### config.mk
export PLATFORM = sky130hd
export DESIGN_NAME = emm_mapper
export DESIGN_NICKNAME = d
export VERILOG_FILES = /design/src/emm_pkg.sv /design/src/emm_mapper.sv
export SDC_FILE = /design/constraint.sdc
export NUM_CORES = 1
export LEC_CHECK = 0
export BUFFER_PORTS_ARGS = -buffer_cell sky130_fd_sc_hd__buf_2
export CAP_MARGIN = 10
export CORE_ASPECT_RATIO = 0.6
export CORE_MARGIN = 3
export CORE_UTILIZATION = 45
export CTS_CLUSTER_DIAMETER = 60
export CTS_CLUSTER_SIZE = 16
export DETAILED_ROUTE_END_ITERATION = 7
export PLACE_DENSITY_LB_ADDON = 0.2
export SLEW_MARGIN = 20
export SYNTH_ARGS = -nofsm -noshare
export SYNTH_HDL_FRONTEND = slang
export SYNTH_SLANG_ARGS = --single-unit
### constraint.sdc
create_clock -name clk_sys_in -period 2.94 [get_ports clk_sys_in]
set_clock_uncertainty 0.2 [all_clocks]
set_input_delay 0.294 -clock clk_sys_in [delete_from_list [all_inputs] [get_ports clk_sys_in]]
set_output_delay 0.294 -clock clk_sys_in [all_outputs]
set_load 0.02 [all_outputs]
### src/emm_pkg.sv
/*
 package for the emulator memory mode mapper: address ranges, vectors,
 jumper codes, mode encoding and the bus sample carrier.
 assumes a 16-bit logical address from the processor.
*/
`default_nettype none
package emm_pkg;
   // ------------------------------------------------------------
   // address fields
   // ------------------------------------------------------------
   localparam int ADDR_W = 16;
   localparam int HALF_BIT = 15;
   localparam int BLK_HI = 15;
   localparam int BLK_LO = 13;
   localparam int PAGE_HI = 12;
   localparam int PAGE_LO = 8;
   localparam logic [4:0] LAST_PAGE = 5'h1f;
   // 16 KB range selectors, address bits 15:14, and 8 KB block codes, address bits 15:13
   localparam logic [1:0] RANGE_ONE_ACC = 2'h0;
   localparam logic [2:0] BLK_ONE_ACC = 3'h0;
   localparam logic [2:0] BLK_TWO_ACC = 3'h1;
   localparam logic [1:0] RANGE_USER_REQ = 2'h1;
   // ------------------------------------------------------------
   // vectors that return the board to monitor mode
   // ------------------------------------------------------------
   localparam logic [15:0] VEC_RESET = 16'h0000;
   localparam logic [15:0] VEC_SERVICE = 16'h0020;
   localparam logic [15:0] VEC_BREAK = 16'h0028;
   localparam logic [15:0] VEC_NMI = 16'h0066;
   // ------------------------------------------------------------
   // pending user access counts and jumper code
   // ------------------------------------------------------------
   localparam logic [1:0] PEND_NONE = 2'h0;
   localparam logic [1:0] PEND_ONE = 2'h1;
   localparam logic [1:0] PEND_TWO = 2'h2;
   localparam logic [2:0] RAM_OFF_CODE = 3'h5;
   localparam logic [1:0] SYNC_INIT = 2'h0;
   typedef enum logic [1:0] {
      EMM_MONITOR = 2'b01,
      EMM_USER    = 2'b10
   } emm_mode_t;
   // bus sample, all flags active high
   typedef struct packed {
      logic [15:0] addr;
      logic        memory_request_strobe;
      logic        fetch;
      logic        wr;
   } emm_bus_t;
   // board buttons and jumpers, active high (pressed / inserted)
   typedef struct packed {
      logic [2:0] ram_window_jumpers;
      logic       reset_out_jumper;
      logic       interrupt_out_jumper;
      logic       reset_button;
      logic       nmi_button;
   } emm_board_t;
endpackage
`default_nettype wire

### src/emm_mapper.sv
/*
 memory mode mapper of the emulator board: tracks monitor and user mode,
 selects the on-board rom and ram and gates the memory request strobe
 toward the target board.
 assumes the processor bus and the board buttons/jumpers are asynchronous
 to clk_sys_in and are sampled through two flip-flops each; a bus cycle
 lasts several clk_sys_in periods.
*/
`timescale 1ns/1ps
`default_nettype none
module emm_mapper (
   // clock and reset
   input  wire logic       clk_sys_in,
   input  wire logic       rst_b_in,
   // processor bus
   input  wire logic [15:0] addr_in,
   input  wire logic       memory_request_strobe_b_in,
   input  wire logic       opcode_fetch_cycle_b_in,
   input  wire logic       write_strobe_b_in,
   // board buttons and jumpers, low when pressed or inserted
   input  wire logic [2:0] ram_window_jumpers_b_in,
   input  wire logic       reset_out_jumper_b_in,
   input  wire logic       interrupt_out_jumper_b_in,
   input  wire logic       reset_button_b_in,
   input  wire logic       nmi_button_b_in,
   // memory selects
   output logic            rom_select_b_out,
   output logic            ram_select_b_out,
   output logic            target_memory_request_b_out,
   // target board control
   output logic            target_reset_b_out,
   output logic            target_nmi_b_out,
   // status
   output logic            user_mode_out
);

   // ------------------------------------------------------------
   // input synchronisers
   // ------------------------------------------------------------
   emm_pkg::emm_bus_t   bus_raw;
   emm_pkg::emm_bus_t   bus_s1_r;
   emm_pkg::emm_bus_t   bus_s2_r;
   emm_pkg::emm_bus_t   bus_s3_r;
   emm_pkg::emm_board_t brd_raw;
   emm_pkg::emm_board_t brd_s1_r;
   emm_pkg::emm_board_t brd_s2_r;

   assign bus_raw = '{addr:  addr_in,
                      memory_request_strobe:  ~memory_request_strobe_b_in,
                      fetch: ~opcode_fetch_cycle_b_in,
                      wr:    ~write_strobe_b_in};
   assign brd_raw = '{ram_window_jumpers:   ~ram_window_jumpers_b_in,
                      reset_out_jumper:     ~reset_out_jumper_b_in,
                      interrupt_out_jumper: ~interrupt_out_jumper_b_in,
                      reset_button:         ~reset_button_b_in,
                      nmi_button:           ~nmi_button_b_in};

   always_ff @(posedge clk_sys_in) begin
      if (!rst_b_in) begin
         bus_s1_r <= '0;
         bus_s2_r <= '0;
         bus_s3_r <= '0;
         brd_s1_r <= '0;
         brd_s2_r <= '0;
      end else begin
         bus_s1_r <= bus_raw;
         bus_s2_r <= bus_s1_r;
         bus_s3_r <= bus_s2_r;
         brd_s1_r <= brd_raw;
         brd_s2_r <= brd_s1_r;
      end
   end

   // ------------------------------------------------------------
   // cycle framing
   // ------------------------------------------------------------
   // write strobe comes late in the cycle, so mode writes act at the end
   wire cyc_start = bus_s2_r.memory_request_strobe & ~bus_s3_r.memory_request_strobe;
   wire cyc_end   = ~bus_s2_r.memory_request_strobe & bus_s3_r.memory_request_strobe;
   wire active    = bus_s2_r.memory_request_strobe;

   emm_pkg::emm_mode_t mode_r;
   emm_pkg::emm_mode_t mode_nxt;
   logic [1:0]         pend_r;
   logic [1:0]         pend_nxt;
   logic               grant_r;
   logic               wr_seen_r;
   logic               qual_write;

   function automatic logic is_vector(input logic [15:0] a);
      is_vector = (a == emm_pkg::VEC_RESET) || (a == emm_pkg::VEC_SERVICE) ||
                  (a == emm_pkg::VEC_BREAK) || (a == emm_pkg::VEC_NMI);
   endfunction

   wire vec_hit = cyc_start & bus_s2_r.fetch & is_vector(bus_s2_r.addr);
   // a granted access is a data cycle taken while accesses are pending
   wire grant_now = (pend_r != emm_pkg::PEND_NONE) & ~bus_s2_r.fetch;
   wire grant     = cyc_start ? grant_now : grant_r;

   // ------------------------------------------------------------
   // mode and pending count
   // ------------------------------------------------------------
   localparam int BLK_HI_C = emm_pkg::BLK_HI;
   localparam int BLK_LO_C = emm_pkg::BLK_LO;
   wire [15:0] end_addr   = bus_s3_r.addr;
   wire        end_write  = cyc_end & wr_seen_r & (mode_r == emm_pkg::EMM_MONITOR) & ~grant_r;
   wire        wr_one     = end_write & (end_addr[BLK_HI_C:BLK_LO_C] == emm_pkg::BLK_ONE_ACC);
   wire        wr_two     = end_write & (end_addr[BLK_HI_C:BLK_LO_C] == emm_pkg::BLK_TWO_ACC);
   wire        wr_user    = end_write & (end_addr[15:14] == emm_pkg::RANGE_USER_REQ);

   assign qual_write = wr_one | wr_two;

   always_comb begin
      mode_nxt = mode_r;
      if (mode_r == emm_pkg::EMM_USER && vec_hit) begin
         mode_nxt = emm_pkg::EMM_MONITOR;
      end else if (wr_user) begin
         mode_nxt = emm_pkg::EMM_USER;
      end
   end

   always_comb begin
      pend_nxt = pend_r;
      if (wr_one) begin
         pend_nxt = emm_pkg::PEND_ONE;
      end else if (wr_two) begin
         pend_nxt = emm_pkg::PEND_TWO;
      end else if (cyc_end && grant_r) begin
         pend_nxt = pend_r - 2'h1;
      end
   end

   always_ff @(posedge clk_sys_in) begin
      if (!rst_b_in) begin
         mode_r    <= emm_pkg::EMM_MONITOR;
         pend_r    <= emm_pkg::PEND_NONE;
         grant_r   <= 1'b0;
         wr_seen_r <= 1'b0;
      end else begin
         mode_r    <= mode_nxt;
         pend_r    <= pend_nxt;
         if (cyc_start) begin
            grant_r <= grant_now;
         end
         wr_seen_r <= active & (wr_seen_r | bus_s2_r.wr);
      end
   end

   // ------------------------------------------------------------
   // address decode
   // ------------------------------------------------------------
   wire [15:0] a       = bus_s2_r.addr;
   wire        user_map = (mode_nxt == emm_pkg::EMM_USER) | grant;
   // an inserted jumper reads as 1; the window block is the inverted code
   wire [2:0]  jcode   = brd_s2_r.ram_window_jumpers;
   wire        ram_en  = (jcode != emm_pkg::RAM_OFF_CODE);
   wire        win_hit = ram_en & (a[BLK_HI_C:BLK_LO_C] == ~jcode);
   // top page kept for the monitor's own stack and data
   wire        top_pg  = (a[emm_pkg::PAGE_HI:emm_pkg::PAGE_LO] == emm_pkg::LAST_PAGE);
   wire        u_ram   = win_hit & ~top_pg;
   wire        m_rom   = ~a[emm_pkg::HALF_BIT];
   wire        m_ram   = a[emm_pkg::HALF_BIT];

   wire rom_nxt = active & ~user_map & m_rom;
   wire ram_nxt = active & (user_map ? u_ram : m_ram);
   wire tgt_nxt = active & user_map & ~u_ram;
   wire rst_nxt = brd_s2_r.reset_out_jumper & brd_s2_r.reset_button;
   wire nmi_nxt = brd_s2_r.interrupt_out_jumper & brd_s2_r.nmi_button;

   // ------------------------------------------------------------
   // registered outputs
   // ------------------------------------------------------------
   always_ff @(posedge clk_sys_in) begin
      if (!rst_b_in) begin
         rom_select_b_out            <= 1'b1;
         ram_select_b_out            <= 1'b1;
         target_memory_request_b_out <= 1'b1;
         target_reset_b_out          <= 1'b1;
         target_nmi_b_out            <= 1'b1;
         user_mode_out               <= 1'b0;
      end else begin
         rom_select_b_out            <= ~rom_nxt;
         ram_select_b_out            <= ~ram_nxt;
         target_memory_request_b_out <= ~tgt_nxt;
         target_reset_b_out          <= ~rst_nxt;
         target_nmi_b_out            <= ~nmi_nxt;
         user_mode_out               <= (mode_nxt == emm_pkg::EMM_USER);
      end
   end
endmodule // emm_mapper
`default_nettype wire

# After elaboration in Yosys (flattened, before gate mapping)
# Index checks and enable logic that the tools add are counted.
dict set report word_totals {
  output_inout_bits 6
  regBits 81
}
dict set report classes {
  n_addsub 1
  bitwise 46
  n_eq_ne 11
  mux 7
  n_reduce_logical 11
}
# op count
set op_table {}
lappend op_table {{16-bit by 6-bit == test with 1-bit output (second input constant)} 2}
lappend op_table {{1-bit AND} 21}
lappend op_table {{1-bit NOT} 21}
lappend op_table {{16-bit by 7-bit == test with 1-bit output (second input constant)} 1}
lappend op_table {{16-bit logical NOT} 1}
lappend op_table {{2-bit two-way mux} 4}
lappend op_table {{3-bit NOT} 2}
lappend op_table {{5-bit == test (second input constant)} 1}
lappend op_table {{2-bit by 1-bit == test with 1-bit output (second input constant)} 2}
lappend op_table {{2-bit == test (second input constant)} 2}
lappend op_table {{2-bit nonzero test} 2}
lappend op_table {{3-bit by 1-bit == test with 1-bit output (second input constant)} 1}
lappend op_table {{3-bit == test} 1}
lappend op_table {{3-bit logical NOT} 1}
lappend op_table {{1-bit logical OR} 3}
lappend op_table {{1-bit two-way mux} 3}
lappend op_table {{3-bit != test (second input constant)} 1}
lappend op_table {{3-bit nonzero test} 1}
lappend op_table {{1-bit logical AND} 2}
lappend op_table {{1-bit bitwise OR} 2}
lappend op_table {{2-bit OR reduction} 1}
lappend op_table {{2-bit by 1-bit subtractor with 2-bit output (second input constant)} 1}

# Logic depth before layout (Yosys ltp)
dict set report depth {
  word_depth 14
  depth_mapped 5
  depth_no_buf 5
}

# Least setup slack after synthesis
# No wires, ideal clock.
dict set report synth_timing {
  kind {flip-flop to flip-flop}
  startpoint {reg active (netlist name)}
  endpoint {reg ram_select_b_out}
  t_arrival_ns 1.284
  path_stages_with_launch 6
  setup_ns 0.072
  t_required_ns 2.668
  slack_ns 1.384
  period_less_slack_ns 1.556
  path_cell_list {dfxtp_1 -> nor4b_2 -> and4b_4 -> a21oi_2 -> o21ai_2 -> mux2i_1}
}
dict set report synth_between {
  elab_chain_len 13
}
# item line
set synth_rtl {}
lappend synth_rtl {{1-bit NOT} emm_mapper.sv:79} ;# wire cyc_end = ~bus_s2_r.memory_request_strobe & bus_s3_r.memory_request_strobe;
lappend synth_rtl {{1-bit AND} emm_mapper.sv:79}
lappend synth_rtl {{1-bit AND (3 in series)} emm_mapper.sv:106} ;# wire end_write = cyc_end & wr_seen_r & (mode_r == emm_pkg::EMM_MONITOR) & ~grant_r;
lappend synth_rtl {{1-bit AND} emm_mapper.sv:109} ;# wire wr_user = end_write & (end_addr[15:14] == emm_pkg::RANGE_USER_REQ);
lappend synth_rtl {{2-bit two-way mux} emm_mapper.sv:117} ;# end else if (wr_user) begin
lappend synth_rtl {{2-bit two-way mux} emm_mapper.sv:115} ;# if (mode_r == emm_pkg::EMM_USER && vec_hit) begin
lappend synth_rtl {{2-bit == test} emm_mapper.sv:153} ;# wire user_map = (mode_nxt == emm_pkg::EMM_USER) | grant;
lappend synth_rtl {{1-bit bitwise OR} emm_mapper.sv:153}
lappend synth_rtl {{1-bit two-way mux} emm_mapper.sv:165} ;# wire ram_nxt = active & (user_map ? u_ram : m_ram);
lappend synth_rtl {{1-bit AND *} emm_mapper.sv:165}
lappend synth_rtl {{1-bit NOT *} emm_mapper.sv:183} ;# ram_select_b_out <= ~ram_nxt;
lappend synth_rtl {{end signal: assignment} emm_mapper.sv:183}
lappend synth_rtl {{end: declaration} emm_mapper.sv:28} ;# output logic ram_select_b_out,
# Mark *: on every way between the ends. The rest lies on a longest branch, timed or not.
# A chain may end at the register's enable or synchronous reset.

# Worst setup path after layout
dict set report layout_timing {
  startpoint {reg bus_s2_r (netlist bit a[9])}
  endpoint {reg rom_select_b_out}
}
dict set report layout_between {
  elab_chain_len 13
}
# item line
set layout_rtl {}
lappend layout_rtl {{start: declaration} emm_mapper.sv:42} ;# emm_pkg::emm_bus_t bus_s2_r;
lappend layout_rtl {{start signal: assignment} emm_mapper.sv:67} ;# bus_s2_r <= bus_s1_r;
lappend layout_rtl {{16-bit by 6-bit == test with 1-bit output or 16-bit logical NOT (tied branches)} emm_mapper.sv:91} ;# is_vector = (a == emm_pkg::VEC_RESET) || (a == emm_pkg::VEC_SERVICE) ||
lappend layout_rtl {{1-bit logical OR (2 in series)} emm_mapper.sv:91}
lappend layout_rtl {{1-bit logical OR *} emm_mapper.sv:92} ;# (a == emm_pkg::VEC_BREAK) || (a == emm_pkg::VEC_NMI);
lappend layout_rtl {{1-bit AND *} emm_mapper.sv:95} ;# wire vec_hit = cyc_start & bus_s2_r.fetch & is_vector(bus_s2_r.addr);
lappend layout_rtl {{1-bit logical AND *} emm_mapper.sv:115}
lappend layout_rtl {{2-bit two-way mux *} emm_mapper.sv:115}
lappend layout_rtl {{2-bit == test *} emm_mapper.sv:153}
lappend layout_rtl {{1-bit bitwise OR *} emm_mapper.sv:153}
lappend layout_rtl {{1-bit NOT *} emm_mapper.sv:164} ;# wire rom_nxt = active & ~user_map & m_rom;
lappend layout_rtl {{1-bit AND * (2 in series)} emm_mapper.sv:164}
lappend layout_rtl {{1-bit NOT *} emm_mapper.sv:182} ;# rom_select_b_out <= ~rom_nxt;
lappend layout_rtl {{end signal: assignment} emm_mapper.sv:182}
lappend layout_rtl {{end: declaration} emm_mapper.sv:27} ;# output logic rom_select_b_out,
# Marks and branches as above.

==> reports/qor.txt <==
===========================================================================================
Outcome                                                                        complete, no violations
Count leader, synth                                                                 dfxtp_1
Number of ports placed on the die boundary                                               34
Antenna violations before repair                                                          0
Share of power burned in registers                                                    0.548
Share of power burned in the clock network                                            0.402
Classification of the worst setup path                                         flop to flop
GRT Resource Usage Total                                                              0.145
Total overflow reported by the global router                                              0
Required time at the endpoint of the critical path                                  2.96 ns
Slew margin rel.                                                                      0.768
Power per Cell Area                                                              636 mW/mm²
Switching power of the nets                                                        0.343 mW
Worst Path Arrival                                                                  1.81 ns
Maximum number of pins on one net before global-route repair                             46
Maximum vdd drop                                                                 0.000435 V
Worst Setup End Kind                                                                   flop
FILL cells                                                                              349
Width of the die                                                                    94.4 µm
Via count of the first global-routing pass                                             1288
Most used standard cells in the synthesized netlist                            dfxtp_1, and2_1, nor2b_1
Post-synthesis to final-layout area growth                                            31.7%
Netlist area before placement                                                   0.00211 mm²
Async SR Flop Fraction                                                                    0
Starting Density                                                                      0.490
Detailed Routing Iterations Pass 1                                                        4
Share of the yosys chip area belonging to registers                                   0.645
Antenna viol nets, final                                                                  0
Leakage dissipation                                                                 1.17 nW
Min Clock Period, post-route                                                        1.79 ns
TritonCTS clock tree                                                                    yes
Routed wirelength normalized by instance count                                      10.5 µm
H-tree Lvls                                                                               3
Fraction of synthesized cell area taken by the top area cell type                     0.645
Overall die area                                                                0.00557 mm²
Share of power burned in combinational logic                                          0.050
Vias post-DR                                                                           1318
Core area                                                                       0.00430 mm²
Routability cong.                                                                     0.780
Cell taking the most area after synthesis                                           dfxtp_1
FMAX                                                                                558 MHz
NumNets Final                                                                           280
Number of maximum-capacitance violations                                                  0
Final cycle utilization of the critical path                                          0.610
Number of setup violations in the final report                                            0
Total Routed Length                                                                 3.30 mm
Post-DP HPWL                                                                        2.04 mm
Commonest register cell after synthesis                                             dfxtp_1
Net switching fraction of the power                                                   0.194
Insertion delay of the later-clocked pin in the worst-skew pair                     0.33 ns
Type of the worst min-delay path                                               input port to flop
Clock Tree Buf Depth                                                                      2
Number of enable flip-flop cells after synthesis                                          0
Remaining design rule violation count                                                     0
Worst-path clk slew                                                                 0.06 ns
Top post-synthesis cells by area                                               dfxtp_1, and2_1, nor2b_1
P_int                                                                               1.43 mW
Number of design-rule violations left by the first detailed-router iteration             43
Hold violation total from the final report                                                0
Sum Neg Setup Slack                                                                    0 ns
Multi-input combinational cell area                                                 711 µm²
Post-Syn Nets                                                                           215
Post-synthesis area per instance                                                   11.3 µm²
Fraction of layout instances using a drive strength above 1                           0.204
Yosys Warn Count                                                                          0
Synth Instances                                                                         186
Wire length of the first global-routing pass                                        5.79 mm
Clock sink count                                                                         68
Resized cells post-CTS                                                                    0
Sort of element at the start of the critical path                                      flop
Register bit count reported by yosys                                                     68
Count of port buffers added during placement                                             33
Max Slew Vio Count                                                                        0
CTS root buffer                                                                    clkbuf_8
Diode count                                                                               0
RSZ-0062 raised after global routing                                                  false
Worst-margin pin slew                                                              0.345 ns
Share of the core filled with cells in the final layout                               0.646
Count of standard-cell rows                                                              18
Number of different library cells in the post-synthesis netlist                          34
Detail-routed via count per cell                                                       4.18
Sequential Area                                                                 0.00136 mm²
Peak fanout along the critical path                                                       3
TritonCTS Buffers                                                                         9
Vertical die dimension                                                              59.0 µm
===========================================================================================
-- metrics by stage --
stage	cells	cell area, µm²	hold WS, ns	setup WS [ns]	power, mW
global route	315	2780	0.124	0.933	1.85
CTS	315	2780	0.0888	1.14	1.79
global placement	274	2330	0.159	1.19	1.05
floorplan	186	2110	0.153	1.38	1.02
finish	315	2780	0.100	1.15	1.77
detailed placement	274	2330	0.161	1.16	1.05
-- final timing paths --
check / start / to / slack, ns / depth (start not counted)
setup / recovery: a[9] / rom_select_b_out / 1.15 / 5
hold / removal: rst_b_in / target_reset_b_out / 0.10 / 2
setup reg to reg: a[9] / rom_select_b_out / 1.15 / 5
hold reg to reg: brd_s2_r[1] / target_reset_b_out / 0.17 / 1
-- placed cells by master (no fill, tap or decap), types with 2 or more instances in the layout --
master         instances
nor4_1                 2
nor2b_1               14
clkbuf_8              10
nor2_1                 5
inv_1                  4
nand3_1                4
a21oi_1                3
and2_1                46
clkbuf_1               3
dlygate4sd3_1         26
buf_2                 33
xnor2_1                2
nand2b_1               2
nand4_1                2
o21ai_0                2
nand2_1                4
mux2i_1                3
dfxtp_1               68
-- repair_timing --
action	in CTS	in global routing
endpoints found under the hold margin	26	0
hold buffers	26	0
buffers inserted	0	0
-- layout make-up --
type	count	area share
Clock buffer	13	0.0536
Clock inverter	2	0.0126
Inverter	4	0.00540
Multi-Input combinational cell	108	0.256
Sequential cell	68	0.490
Tap cell	60	0.0270
Timing Repair Buffer	60	0.156
-- critical path: stages (launching register included) --
cell	delay [ns]
dfxtp_1	0.31
nor4_1	0.36
nand4_1	0.17
a21oi_1	0.22
o21ai_2	0.11
or3_1	0.30
-- sequential cells by signal (all words and copies together) (netlist names), 2 cells and up --
signal / flops
mode_r: 2
bus_s1_r: 19
pend_r: 2
brd_s1_r: 7
end_addr: 3
a: 16
jcode: 3
bus_s2_r: 2
brd_s2_r: 4
-- logic make-up (layout without fill, tap and decap cells) --
| family | after synthesis | after routing | share of synthesized area |
|---|---|---|---|
| AOI/OAI and AO/OA | 10 | 10 | 0.0320 |
| xor gates and xnor gates | 3 | 3 | 0.0125 |
| adders and majority gates | 1 | 1 | 0.00593 |
| buffers and inverters | 10 | 79 | 0.0178 |
| DFF | 68 | 68 | 0.645 |
| muxes | 3 | 3 | 0.0142 |
| and+or+nand+nor | 91 | 91 | 0.272 |
-- layer usage --
metal / up-vias / GRT usage / wire, µm
li1: 727 / - / -
met1: 553 / 0.178 / 1680
met2: 30 / 0.202 / 1320
met3: 8 / 0.0977 / 240
met4: 0 / 0.0535 / 53
met5: - / 0 / 0
-- power groups by stage --
| stage | clock network, mW | logic (mW) | registers, mW |
|---|---|---|---|
| floorplan | 0 | 0.0375 | 0.986 |
| global placement | 0 | 0.0625 | 0.989 |
| detailed placement | 0 | 0.0628 | 0.989 |
| CTS | 0.734 | 0.0889 | 0.969 |
| global route | 0.773 | 0.102 | 0.973 |
| finish | 0.711 | 0.0883 | 0.969 |
No activity file was read; power rests on OpenSTA's default activity.
